--- src/icc_defs.svh ---
// Offsets, bit positions, reset values and encodings for the indirect configuration block.
//
// Operation
// - Bit 0 of the control and status register returns the downstream ownership semaphore and reading it never changes it.
// - Bit 8 of the control and status register returns the upstream ownership semaphore and reading it never changes it.
// - Bit 1 is a read/write downstream enable, reset to zero, that lets a downstream data register access launch a secondary configuration cycle.
// - While the downstream enable is zero, no secondary configuration cycle starts and the downstream data register is reserved.
// - Bit 9 is a read/write upstream enable, reset to zero, that lets an upstream data register access launch a primary configuration cycle.
// - While the upstream enable is zero, no primary configuration cycle starts and the upstream data register is reserved.
// - Bits 7 to 2 and 15 to 10 of the control and status register always read as zero.
// - The control and status register answers at the same byte pair in both configuration spaces and at its own offset in the memory and I/O window.
// - The first chip control register accepts values from a serial ROM or the local processor before host configuration.
// - With master-abort mode zero, a master-aborted delayed transaction completes to the initiator with TRDY# and all-ones read data.
// - With master-abort mode one, the initiator's repeated request for a master-aborted delayed transaction gets a target abort.
// - The memory write disconnect setting governs ordinary memory writes only and never memory write and invalidate.
// - A primary read of the downstream semaphore as zero while the downstream enable is one then sets the semaphore.
// - A semaphore clears by itself once its indirect configuration transaction has finished on the initiator bus.
// - An enabled data register access starts the transaction and is retried until it has completed on the target bus.
`ifndef ICC_DEFS_SVH
`define ICC_DEFS_SVH

`define ICC_CFG_OWN_OFS 8'h90
`define ICC_CFG_CCS_OFS 8'h92
`define ICC_CFG_CC0_OFS 8'hcc
`define ICC_CSR_OWN_OFS 12'h010
`define ICC_CSR_CCS_OFS 12'h012

`define ICC_DS_OWN_BIT 0
`define ICC_DS_EN_BIT 1
`define ICC_US_OWN_BIT 8
`define ICC_US_EN_BIT 9
`define ICC_MA_MODE_BIT 0
`define ICC_MWD_BIT 1

`define ICC_CCS_RST 16'h0000
`define ICC_CC0_RST 16'h0000
`define ICC_MA_RDATA 32'hffffffff
`define ICC_CMD_MEM_WR 4'h7
`define ICC_CMD_MEM_WRINV 4'hf

`endif

--- src/icc_pkg.sv ---
// Types shared by the indirect configuration block.
package icc_pkg;

  // Progress of one indirect configuration transaction.
  typedef enum logic [1:0] {
    ICC_IDLE = 2'b00,
    ICC_BUSY = 2'b01,
    ICC_DONE = 2'b10
  } icc_xfer_t;

endpackage

--- src/icc_lane.sv ---
// One direction of indirect configuration: ownership semaphore and transaction tracking.
`timescale 1ns/100ps
`include "icc_defs.svh"
module icc_lane
  import icc_pkg::*;
(
  input wire logic clk,
  input wire logic rst,
  input wire logic ce,
  input wire logic en,
  input wire logic grab,
  input wire logic acc,
  input wire logic tgt_done,
  output logic own,
  output logic start,
  output logic retry,
  output logic complete
);

  icc_xfer_t st_q, st_d;
  logic own_q, own_d;
  logic start_q;
  wire take = acc & en;

  // Access while idle launches and is retried, while busy is retried, once done completes.
  assign retry = take & (st_q != ICC_DONE);
  assign complete = take & (st_q == ICC_DONE);

  always_comb begin
    st_d = st_q;
    case (st_q)
      ICC_IDLE: begin
        if (take) begin
          st_d = ICC_BUSY;
        end
      end
      ICC_BUSY: begin
        if (tgt_done) begin
          st_d = ICC_DONE;
        end
      end
      ICC_DONE: begin
        if (take) begin
          st_d = ICC_IDLE;
        end
      end
      default: begin
        st_d = ICC_IDLE;
      end
    endcase
  end

  // A grant on a zero read wins over the clear of a finished transaction.
  assign own_d = (grab & en & ~own_q) ? 1'b1 : (complete ? 1'b0 : own_q);

  always_ff @(posedge clk) begin
    if (rst) begin
      st_q <= ICC_IDLE;
      own_q <= 1'b0;
      start_q <= 1'b0;
    end else if (ce) begin
      st_q <= st_d;
      own_q <= own_d;
      start_q <= take & (st_q == ICC_IDLE);
    end
  end

  assign own = own_q;
  assign start = start_q;

endmodule

--- src/icc_mabort.sv ---
// Initiator-side answer to a master-aborted delayed transaction, and write disconnect select.
`timescale 1ns/100ps
`include "icc_defs.svh"
module icc_mabort
  import icc_pkg::*;
(
  input wire logic clk,
  input wire logic rst,
  input wire logic ce,
  input wire logic ma_mode,
  input wire logic mwd,
  input wire logic dt_mabort,
  input wire logic rpt,
  input wire logic rpt_read,
  input wire logic [3:0] wr_cmd,
  output logic trdy,
  output logic tabort,
  output logic [31:0] rdata,
  output logic cl_disc
);

  logic pend_q;
  logic [31:0] rdata_q;

  // The repeated request is answered in the cycle it arrives.
  assign trdy = rpt & pend_q & ~ma_mode;
  assign tabort = rpt & pend_q & ma_mode;

  // Cache line disconnect applies to plain memory writes only.
  assign cl_disc = mwd & (wr_cmd == `ICC_CMD_MEM_WR);

  // A new abort arriving with the answer keeps the pending flag set.
  always_ff @(posedge clk) begin
    if (rst) begin
      pend_q <= 1'b0;
      rdata_q <= 32'h00000000;
    end else if (ce) begin
      pend_q <= dt_mabort | (pend_q & ~rpt);
      if (rpt & pend_q & ~ma_mode & rpt_read) begin
        rdata_q <= `ICC_MA_RDATA;
      end
    end
  end

  assign rdata = rdata_q;

endmodule

--- src/icc_top.sv ---
// Indirect configuration control and status register bank with master-abort handling.
`timescale 1ns/100ps
`include "icc_defs.svh"
module icc_top
  import icc_pkg::*;
(
  input wire logic CLK_SYS,
  input wire logic SYS_RST,
  input wire logic CE,
  // Primary configuration space access.
  input wire logic P_CFG_REQ,
  input wire logic P_CFG_WR,
  input wire logic [7:0] P_CFG_ADDR,
  input wire logic [3:0] P_CFG_BE,
  input wire logic [31:0] P_CFG_WDATA,
  output logic [31:0] P_CFG_RDATA,
  output logic P_CFG_ACK,
  // Secondary configuration space access.
  input wire logic S_CFG_REQ,
  input wire logic S_CFG_WR,
  input wire logic [7:0] S_CFG_ADDR,
  input wire logic [3:0] S_CFG_BE,
  input wire logic [31:0] S_CFG_WDATA,
  output logic [31:0] S_CFG_RDATA,
  output logic S_CFG_ACK,
  // Memory and I/O mapped register window.
  input wire logic CSR_REQ,
  input wire logic CSR_WR,
  input wire logic [11:0] CSR_ADDR,
  input wire logic [3:0] CSR_BE,
  input wire logic [31:0] CSR_WDATA,
  output logic [31:0] CSR_RDATA,
  output logic CSR_ACK,
  // Chip control preload paths.
  input wire logic SROM_LOAD,
  input wire logic [15:0] SROM_DATA,
  input wire logic LP_WR,
  input wire logic [15:0] LP_DATA,
  // Downstream data register accesses and secondary-bus transaction.
  input wire logic DS_DATA_ACC,
  input wire logic DS_DATA_FROM_S,
  input wire logic DS_TGT_DONE,
  output logic DS_CFG_START,
  output logic DS_RETRY,
  output logic DS_RSVD,
  output logic DS_COMPLETE,
  // Upstream data register accesses and primary-bus transaction.
  input wire logic US_DATA_ACC,
  input wire logic US_DATA_FROM_P,
  input wire logic US_TGT_DONE,
  output logic US_CFG_START,
  output logic US_RETRY,
  output logic US_RSVD,
  output logic US_COMPLETE,
  // Delayed transactions forwarded downstream, answered on the primary bus.
  input wire logic P_DT_MABORT,
  input wire logic P_RPT,
  input wire logic P_RPT_READ,
  input wire logic [3:0] P_WR_CMD,
  output logic P_TRDY,
  output logic P_TABORT,
  output logic [31:0] P_RESP_DATA,
  output logic P_CL_DISC,
  // Delayed transactions forwarded upstream, answered on the secondary bus.
  input wire logic S_DT_MABORT,
  input wire logic S_RPT,
  input wire logic S_RPT_READ,
  input wire logic [3:0] S_WR_CMD,
  output logic S_TRDY,
  output logic S_TABORT,
  output logic [31:0] S_RESP_DATA,
  output logic S_CL_DISC
);

  logic ds_en_q, us_en_q;
  logic [15:0] cc0_q, cc0_d;
  logic ds_own, us_own;
  logic [31:0] p_rd_q, s_rd_q, csr_rd_q;
  logic p_ack_q, s_ack_q, csr_ack_q;

  // Dword decode of each access path.
  wire p_hit_own = P_CFG_ADDR[7:2] == 6'(`ICC_CFG_OWN_OFS >> 2);
  wire p_hit_ccs = P_CFG_ADDR[7:2] == 6'(`ICC_CFG_CCS_OFS >> 2);
  wire p_hit_cc0 = P_CFG_ADDR[7:2] == 6'(`ICC_CFG_CC0_OFS >> 2);
  wire s_hit_own = S_CFG_ADDR[7:2] == 6'(`ICC_CFG_OWN_OFS >> 2);
  wire s_hit_ccs = S_CFG_ADDR[7:2] == 6'(`ICC_CFG_CCS_OFS >> 2);
  wire s_hit_cc0 = S_CFG_ADDR[7:2] == 6'(`ICC_CFG_CC0_OFS >> 2);
  wire c_hit_own = CSR_ADDR[11:2] == 10'(`ICC_CSR_OWN_OFS >> 2);
  wire c_hit_ccs = CSR_ADDR[11:2] == 10'(`ICC_CSR_CCS_OFS >> 2);

  // Byte lane of the control and status pair inside its dword.
  wire [1:0] p_ccs_be = P_CFG_BE[3:2];
  wire [1:0] s_ccs_be = S_CFG_BE[3:2];
  wire [1:0] c_ccs_be = CSR_BE[3:2];

  // Write strobes into the control and status register.
  wire p_ccs_wr = P_CFG_REQ & P_CFG_WR & p_hit_ccs;
  wire s_ccs_wr = S_CFG_REQ & S_CFG_WR & s_hit_ccs;
  wire c_ccs_wr = CSR_REQ & CSR_WR & c_hit_ccs;

  // Write strobes into the chip control register from configuration space.
  wire p_cc0_wr = P_CFG_REQ & P_CFG_WR & p_hit_cc0;
  wire s_cc0_wr = S_CFG_REQ & S_CFG_WR & s_hit_cc0;

  // Status image with reserved bits held at zero.
  wire [15:0] ccs_img = {6'h00, us_en_q, us_own, 6'h00, ds_en_q, ds_own};
  wire [15:0] own_img = {7'h00, us_own, 7'h00, ds_own};

  // Read images of each dword seen by each path.
  wire [31:0] ccs_dw = {ccs_img, own_img};
  wire [31:0] cc0_dw = {16'h0000, cc0_q};

  // Semaphore reads that can grant ownership. Reads of bits 0 and 8 in the
  // status pair are side-effect free, only a read enabling byte lane 0 (downstream) or 1 (upstream) grants.
  wire ds_grab = P_CFG_REQ & ~P_CFG_WR & p_hit_own & P_CFG_BE[0];
  wire us_grab = S_CFG_REQ & ~S_CFG_WR & s_hit_own & S_CFG_BE[1];

  // Read data selection; unmapped dwords read as zero.
  wire [31:0] p_rd_d = (p_hit_own | p_hit_ccs) ? ccs_dw : (p_hit_cc0 ? cc0_dw : 32'h00000000);
  wire [31:0] s_rd_d = (s_hit_own | s_hit_ccs) ? ccs_dw : (s_hit_cc0 ? cc0_dw : 32'h00000000);
  wire [31:0] c_rd_d = (c_hit_own | c_hit_ccs) ? ccs_dw : 32'h00000000;

  // New value of the downstream enable; primary wins over secondary over window.
  wire ds_en_d = (p_ccs_wr & p_ccs_be[0]) ? P_CFG_WDATA[16 + `ICC_DS_EN_BIT] :
                 (s_ccs_wr & s_ccs_be[0]) ? S_CFG_WDATA[16 + `ICC_DS_EN_BIT] :
                 (c_ccs_wr & c_ccs_be[0]) ? CSR_WDATA[16 + `ICC_DS_EN_BIT] : ds_en_q;

  // New value of the upstream enable with the same priority.
  wire us_en_d = (p_ccs_wr & p_ccs_be[1]) ? P_CFG_WDATA[16 + `ICC_US_EN_BIT] :
                 (s_ccs_wr & s_ccs_be[1]) ? S_CFG_WDATA[16 + `ICC_US_EN_BIT] :
                 (c_ccs_wr & c_ccs_be[1]) ? CSR_WDATA[16 + `ICC_US_EN_BIT] : us_en_q;

  // Chip control sources: preload first, then local processor, then each bus.
  always_comb begin
    cc0_d = cc0_q;
    if (SROM_LOAD) begin
      cc0_d = SROM_DATA;
    end else if (LP_WR) begin
      cc0_d = LP_DATA;
    end else if (p_cc0_wr) begin
      cc0_d[7:0] = P_CFG_BE[0] ? P_CFG_WDATA[7:0] : cc0_q[7:0];
      cc0_d[15:8] = P_CFG_BE[1] ? P_CFG_WDATA[15:8] : cc0_q[15:8];
    end else if (s_cc0_wr) begin
      cc0_d[7:0] = S_CFG_BE[0] ? S_CFG_WDATA[7:0] : cc0_q[7:0];
      cc0_d[15:8] = S_CFG_BE[1] ? S_CFG_WDATA[15:8] : cc0_q[15:8];
    end
  end

  // Register state and read answers, one cycle after each request.
  always_ff @(posedge CLK_SYS) begin
    if (SYS_RST) begin
      ds_en_q <= 1'(`ICC_CCS_RST >> `ICC_DS_EN_BIT);
      us_en_q <= 1'(`ICC_CCS_RST >> `ICC_US_EN_BIT);
      cc0_q <= `ICC_CC0_RST;
      p_rd_q <= 32'h00000000;
      s_rd_q <= 32'h00000000;
      csr_rd_q <= 32'h00000000;
      p_ack_q <= 1'b0;
      s_ack_q <= 1'b0;
      csr_ack_q <= 1'b0;
    end else if (CE) begin
      ds_en_q <= ds_en_d;
      us_en_q <= us_en_d;
      cc0_q <= cc0_d;
      p_ack_q <= P_CFG_REQ;
      s_ack_q <= S_CFG_REQ;
      csr_ack_q <= CSR_REQ;
      if (P_CFG_REQ & ~P_CFG_WR) begin
        p_rd_q <= p_rd_d;
      end
      if (S_CFG_REQ & ~S_CFG_WR) begin
        s_rd_q <= s_rd_d;
      end
      if (CSR_REQ & ~CSR_WR) begin
        csr_rd_q <= c_rd_d;
      end
    end
  end

  assign P_CFG_RDATA = p_rd_q;
  assign S_CFG_RDATA = s_rd_q;
  assign CSR_RDATA = csr_rd_q;
  assign P_CFG_ACK = p_ack_q;
  assign S_CFG_ACK = s_ack_q;
  assign CSR_ACK = csr_ack_q;

  // A data access from the wrong side or while disabled is reserved.
  wire ds_acc_ok = DS_DATA_ACC & ~DS_DATA_FROM_S;
  wire us_acc_ok = US_DATA_ACC & ~US_DATA_FROM_P;
  assign DS_RSVD = DS_DATA_ACC & (DS_DATA_FROM_S | ~ds_en_q);
  assign US_RSVD = US_DATA_ACC & (US_DATA_FROM_P | ~us_en_q);

  // Downstream semaphore and secondary-bus transaction tracking.
  icc_lane u_ds_lane (
    .clk(CLK_SYS),
    .rst(SYS_RST),
    .ce(CE),
    .en(ds_en_q),
    .grab(ds_grab),
    .acc(ds_acc_ok),
    .tgt_done(DS_TGT_DONE),
    .own(ds_own),
    .start(DS_CFG_START),
    .retry(DS_RETRY),
    .complete(DS_COMPLETE)
  );

  // Upstream semaphore and primary-bus transaction tracking.
  icc_lane u_us_lane (
    .clk(CLK_SYS),
    .rst(SYS_RST),
    .ce(CE),
    .en(us_en_q),
    .grab(us_grab),
    .acc(us_acc_ok),
    .tgt_done(US_TGT_DONE),
    .own(us_own),
    .start(US_CFG_START),
    .retry(US_RETRY),
    .complete(US_COMPLETE)
  );

  // Primary initiators whose transactions went downstream.
  icc_mabort u_p_mabort (
    .clk(CLK_SYS),
    .rst(SYS_RST),
    .ce(CE),
    .ma_mode(cc0_q[`ICC_MA_MODE_BIT]),
    .mwd(cc0_q[`ICC_MWD_BIT]),
    .dt_mabort(P_DT_MABORT),
    .rpt(P_RPT),
    .rpt_read(P_RPT_READ),
    .wr_cmd(P_WR_CMD),
    .trdy(P_TRDY),
    .tabort(P_TABORT),
    .rdata(P_RESP_DATA),
    .cl_disc(P_CL_DISC)
  );

  // Secondary initiators whose transactions went upstream.
  icc_mabort u_s_mabort (
    .clk(CLK_SYS),
    .rst(SYS_RST),
    .ce(CE),
    .ma_mode(cc0_q[`ICC_MA_MODE_BIT]),
    .mwd(cc0_q[`ICC_MWD_BIT]),
    .dt_mabort(S_DT_MABORT),
    .rpt(S_RPT),
    .rpt_read(S_RPT_READ),
    .wr_cmd(S_WR_CMD),
    .trdy(S_TRDY),
    .tabort(S_TABORT),
    .rdata(S_RESP_DATA),
    .cl_disc(S_CL_DISC)
  );

endmodule

--- config.mk ---
export PLATFORM = sky130hd
export DESIGN_NAME = icc_top
export DESIGN_NICKNAME = d
export VERILOG_FILES = /design/src/icc_pkg.sv /design/src/icc_lane.sv /design/src/icc_mabort.sv /design/src/icc_top.sv
export VERILOG_INCLUDE_DIRS = /design/src
export SDC_FILE = /design/constraint.sdc
export NUM_CORES = 1
export LEC_CHECK = 0
export BUFFER_PORTS_ARGS = -buffer_cell sky130_fd_sc_hd__buf_4
export CAP_MARGIN = 15
export CORE_AREA = 2 2 146 148
export CTS_CLUSTER_SIZE = 8
export DETAILED_ROUTE_END_ITERATION = 16
export DIE_AREA = 0 0 148 150
export GPL_TIMING_DRIVEN = 1
export PLACE_DENSITY = 0.5
export SETUP_SLACK_MARGIN = 0.1
export SYNTH_ARGS = -nofsm -noshare
export SYNTH_HDL_FRONTEND = slang
export SYNTH_SLANG_ARGS = --single-unit
--- constraint.sdc ---
create_clock -name CLK_SYS -period 2.85 [get_ports CLK_SYS]
set_input_delay 0.1425 -clock CLK_SYS [delete_from_list [all_inputs] [get_ports CLK_SYS]]
set_output_delay 0.1425 -clock CLK_SYS [all_outputs]
set_load 0.01 [all_outputs]
==> results.rst <==
.. list-table::
   :header-rows: 1

   * - Metric
     - Value
   * - Total grt overflow
     - 0
   * - RSZ-0062 raised after global routing
     - no
   * - Remaining antenna violation count
     - 0
   * - Drt initial violations
     - 130
   * - CTS sink cnt
     - 77
   * - Post-Route WL
     - 15700 microns
   * - Clock Pin Slew Worst Setup and Hold Paths
     - 60 ps
   * - Total Negative Setup Slacks
     - 0 ps
   * - Setup clock skew after layout
     - 5.48 ps
   * - Share of synthesized registers carrying an async set or reset
     - 0%
   * - Avg Vias per Cell
     - 4.29
   * - Count of maximum capacitance violations
     - 0
   * - Largest driver fanout on the critical path
     - 7
   * - Post-route fraction of the period consumed by the critical path
     - 63.0%
   * - Core footprint
     - 20700 sq um
   * - Crit path kind
     - reg -> out
   * - FF+latch count, synth
     - 77
   * - Synth-to-Final Area Change
     - 41.4%
   * - Fmax
     - 557 MHz
   * - Initial antenna violation count
     - 0
   * - Pin slew with the least headroom to its limit
     - 929 ps
   * - Number of buffers inserted by hold repair at cts
     - 0
   * - Starting Density
     - 22.0%
   * - Bufs on Longest Clock Path
     - 2
   * - Number of nets in the finished design
     - 957
   * - Lkg Pwr
     - 2.91 nW
   * - Routed WL per cell
     - 15.1 microns
   * - Avg Cell Area, Syn
     - 7.95 sq um
   * - Die Area
     - 22200 sq um
   * - H-tree levels
     - 3
   * - Worst ir drop on vdd
     - 0.000321 V
   * - Clock tree root driver cell
     - sky130_fd_sc_hd__clkbuf_16
   * - Global routing usage summed across all routing layers
     - 13.3%
   * - Post-synthesis instance area
     - 4560 sq um
   * - Final setup fails
     - 0
   * - Number of buffers inserted during clock tree synthesis
     - 9
   * - Clock tree from TritonCTS
     - built
   * - Status
     - complete, no violations
   * - Gate count after technology mapping
     - 574
   * - Global-route wire length before repair
     - 22500 microns
   * - Kind of end point of the critical path
     - primary output
   * - Number of flops mapped to enable cells by yosys
     - 0
   * - Detailed placer's ending HPWL
     - 12100 microns
   * - Number of detailed-routing iterations run before antenna repair
     - 4
   * - I/O pin cnt
     - 376
   * - Routability cong.
     - 0.709
   * - Num rows
     - 53
   * - Number of fill cells in the layout
     - 2239
   * - Final count of pins violating max slew
     - 0
   * - Slew headroom
     - 38.0%
   * - Required time reported for the critical path endpoint
     - 2710 ps
   * - Hold Crit Class
     - in -> reg
   * - Diodes inserted
     - 0
   * - Clock Latency Late Sink
     - 340 ps
   * - Worst slack after detailed placement
     - 767 ps
   * - Post-synthesis cell type count
     - 45
   * - Quantity of I/O buffers inserted on ports
     - 259
   * - Power per standard cell area
     - 422 nW/um^2
   * - Vias in the first global route
     - 4019
   * - Count of endpoints failing hold in the final timing report
     - 0
   * - Post-detailed-route DRC marker count
     - 0
   * - Fraction of the yosys area taken by sequential cells
     - 33.8%
   * - Number of instances resized during post-cts repair
     - 0
   * - Number of synthesis warnings
     - 0
   * - DIE HEIGHT
     - 150 microns
   * - Largest net degree at the start of global routing
     - 80
   * - Die boundary width
     - 148 microns
   * - Layout cell share with drive strength beyond 1
     - 41.0%
   * - Final min period
     - 1790 ps
   * - Primary FF master, synth
     - sky130_fd_sc_hd__dfxtp_1
   * - Total via count after detailed routing
     - 4448
   * - CP arrival
     - 1650 ps
   * - Slack of the critical path
     - 1060 ps
   * - Crit path launch type
     - flop
   * - Post-CTS setup buffer count
     - 0
-- layout by cell type (no fill, tap or decap), types with 2 or more instances in the layout --
cell type,instances
sky130_fd_sc_hd__and2_1,6
sky130_fd_sc_hd__a21oi_1,61
sky130_fd_sc_hd__a2bb2oi_1,2
sky130_fd_sc_hd__nor2_2,2
sky130_fd_sc_hd__a31oi_1,2
sky130_fd_sc_hd__nor3_1,4
sky130_fd_sc_hd__dfxtp_1,77
sky130_fd_sc_hd__nor2_1,45
sky130_fd_sc_hd__clkinv_4,2
sky130_fd_sc_hd__mux2_2,16
sky130_fd_sc_hd__a41oi_1,3
sky130_fd_sc_hd__nor3b_1,2
sky130_fd_sc_hd__nand4b_1,7
sky130_fd_sc_hd__nand3_1,23
sky130_fd_sc_hd__or4b_2,3
sky130_fd_sc_hd__nand3b_1,5
sky130_fd_sc_hd__a21boi_0,2
sky130_fd_sc_hd__a21o_1,4
sky130_fd_sc_hd__mux2i_1,2
sky130_fd_sc_hd__inv_1,24
sky130_fd_sc_hd__nand2_1,54
sky130_fd_sc_hd__a311oi_1,18
sky130_fd_sc_hd__or2_2,3
sky130_fd_sc_hd__nand2b_1,3
sky130_fd_sc_hd__clkbuf_16,9
sky130_fd_sc_hd__o311ai_2,2
sky130_fd_sc_hd__a222oi_1,3
sky130_fd_sc_hd__o21ai_0,16
sky130_fd_sc_hd__and4b_1,2
sky130_fd_sc_hd__a32o_1,2
sky130_fd_sc_hd__conb_1,50
sky130_fd_sc_hd__a221oi_1,2
sky130_fd_sc_hd__buf_4,269
sky130_fd_sc_hd__a22oi_1,22
sky130_fd_sc_hd__and3_1,2
-- sequential cells by signal, indices dropped and copies added, names as in the netlist, 2 cells and up --
signal	cells
u_ds_lane.st_q	2
S_CFG_RDATA	20
P_CFG_RDATA	20
cc0_q	16
CSR_RDATA	4
u_us_lane.st_q	2
-- worst max-delay path, cell delays in order (launching register included) --
cell	delay, ps
sky130_fd_sc_hd__dfxtp_1	610
sky130_fd_sc_hd__nand3b_1	200
sky130_fd_sc_hd__nor2_1	140
sky130_fd_sc_hd__and2_1	210
sky130_fd_sc_hd__buf_4	140
-- metal layers --
layer | track usage, % | vias up | share of wire (%)
met5 | 0 | - | 0
met4 | 3.14 | 0 | 0.95
met3 | 4.54 | 8 | 9.7
met2 | 23.6 | 223 | 48
met1 | 15.5 | 2012 | 41
li1 | - | 2205 | -
-- synthesized netlist by cell type, types with 3 or more instances --
cell type / instances / area, sq um
sky130_fd_sc_hd__mux2_2: 16 / 180
sky130_fd_sc_hd__buf_4: 114 / 856
sky130_fd_sc_hd__a21oi_1: 61 / 305
sky130_fd_sc_hd__nand3_1: 23 / 115
sky130_fd_sc_hd__nand2_1: 54 / 203
sky130_fd_sc_hd__inv_1: 24 / 90.1
sky130_fd_sc_hd__nand3b_1: 5 / 37.5
sky130_fd_sc_hd__nand4b_1: 7 / 61.3
sky130_fd_sc_hd__or2_2: 3 / 18.8
sky130_fd_sc_hd__or4b_2: 3 / 30.0
sky130_fd_sc_hd__and2_1: 6 / 37.5
sky130_fd_sc_hd__nor2_1: 46 / 173
sky130_fd_sc_hd__o21ai_0: 16 / 80.1
sky130_fd_sc_hd__a41oi_1: 3 / 26.3
sky130_fd_sc_hd__a22oi_1: 22 / 165
sky130_fd_sc_hd__a222oi_1: 3 / 30.0
sky130_fd_sc_hd__clkbuf_1: 28 / 105
sky130_fd_sc_hd__a311oi_1: 18 / 158
sky130_fd_sc_hd__dfxtp_1: 77 / 1540
sky130_fd_sc_hd__a21o_1: 4 / 30.0
sky130_fd_sc_hd__nand2b_1: 3 / 18.8
sky130_fd_sc_hd__nor3_1: 4 / 20.0
-- area by class of cell --
cell class                      instances  area, sq um  area share [%]
Multi-Input combinational cell        377         2140            33.2
Timing Repair Buffer                  269         2020            31.3
Sequential cell                        77         1540            23.9
Tap cell                              275          344            5.34
Clock buffer                           11          243            3.76
Inverter                               24         90.1            1.40
Clock inverter                          5         67.6            1.05
-- path summary, 6_finish.rpt --
check / cells past startpoint / startpoint / end / slack [ps]
min reg2reg: 2 / S_CFG_RDATA[12] / S_CFG_RDATA[12] / 450
max: 4 / us_en_q / US_COMPLETE / 1060
min: 3 / S_DT_MABORT / u_s_mabort.pend_q / 50
max reg2reg: 4 / us_en_q / u_us_lane.own / 1430
-- power by group --
group	internal (mW)	leakage, nW	switching [mW]
Clock	0.715	0.152	0.485
Sequential	1.10	0.625	0.0308
Combinational	0.199	2.14	0.191
Total	2.01	2.91	0.707
-- cell families after synthesis --
group                  count (synthesis)  synth area share [%]
AO/OA/AOI/OAI                        142                  20.5
buffers and inverters                169                  23.3
flip-flops                            77                  33.8
multiplexers                          18                  4.39
other                                  1                0.0822
AND/OR/NAND/NOR                      167                  17.9
-- per-stage QoR --
stage	total power, mW	hold WS (ps)	area, sq um	cells	util (%)
global route	2.86	56.3	6450	1038	31.2
detailed placement	1.55	413	6140	1022	29.7
finish	2.72	53.1	6450	1038	31.2
global placement	1.55	403	6140	1022	29.7
CTS	2.77	48.7	6450	1038	31.2
floorplan	1.39	290	4750	623	-
No activity file was read; power rests on OpenSTA's default activity.
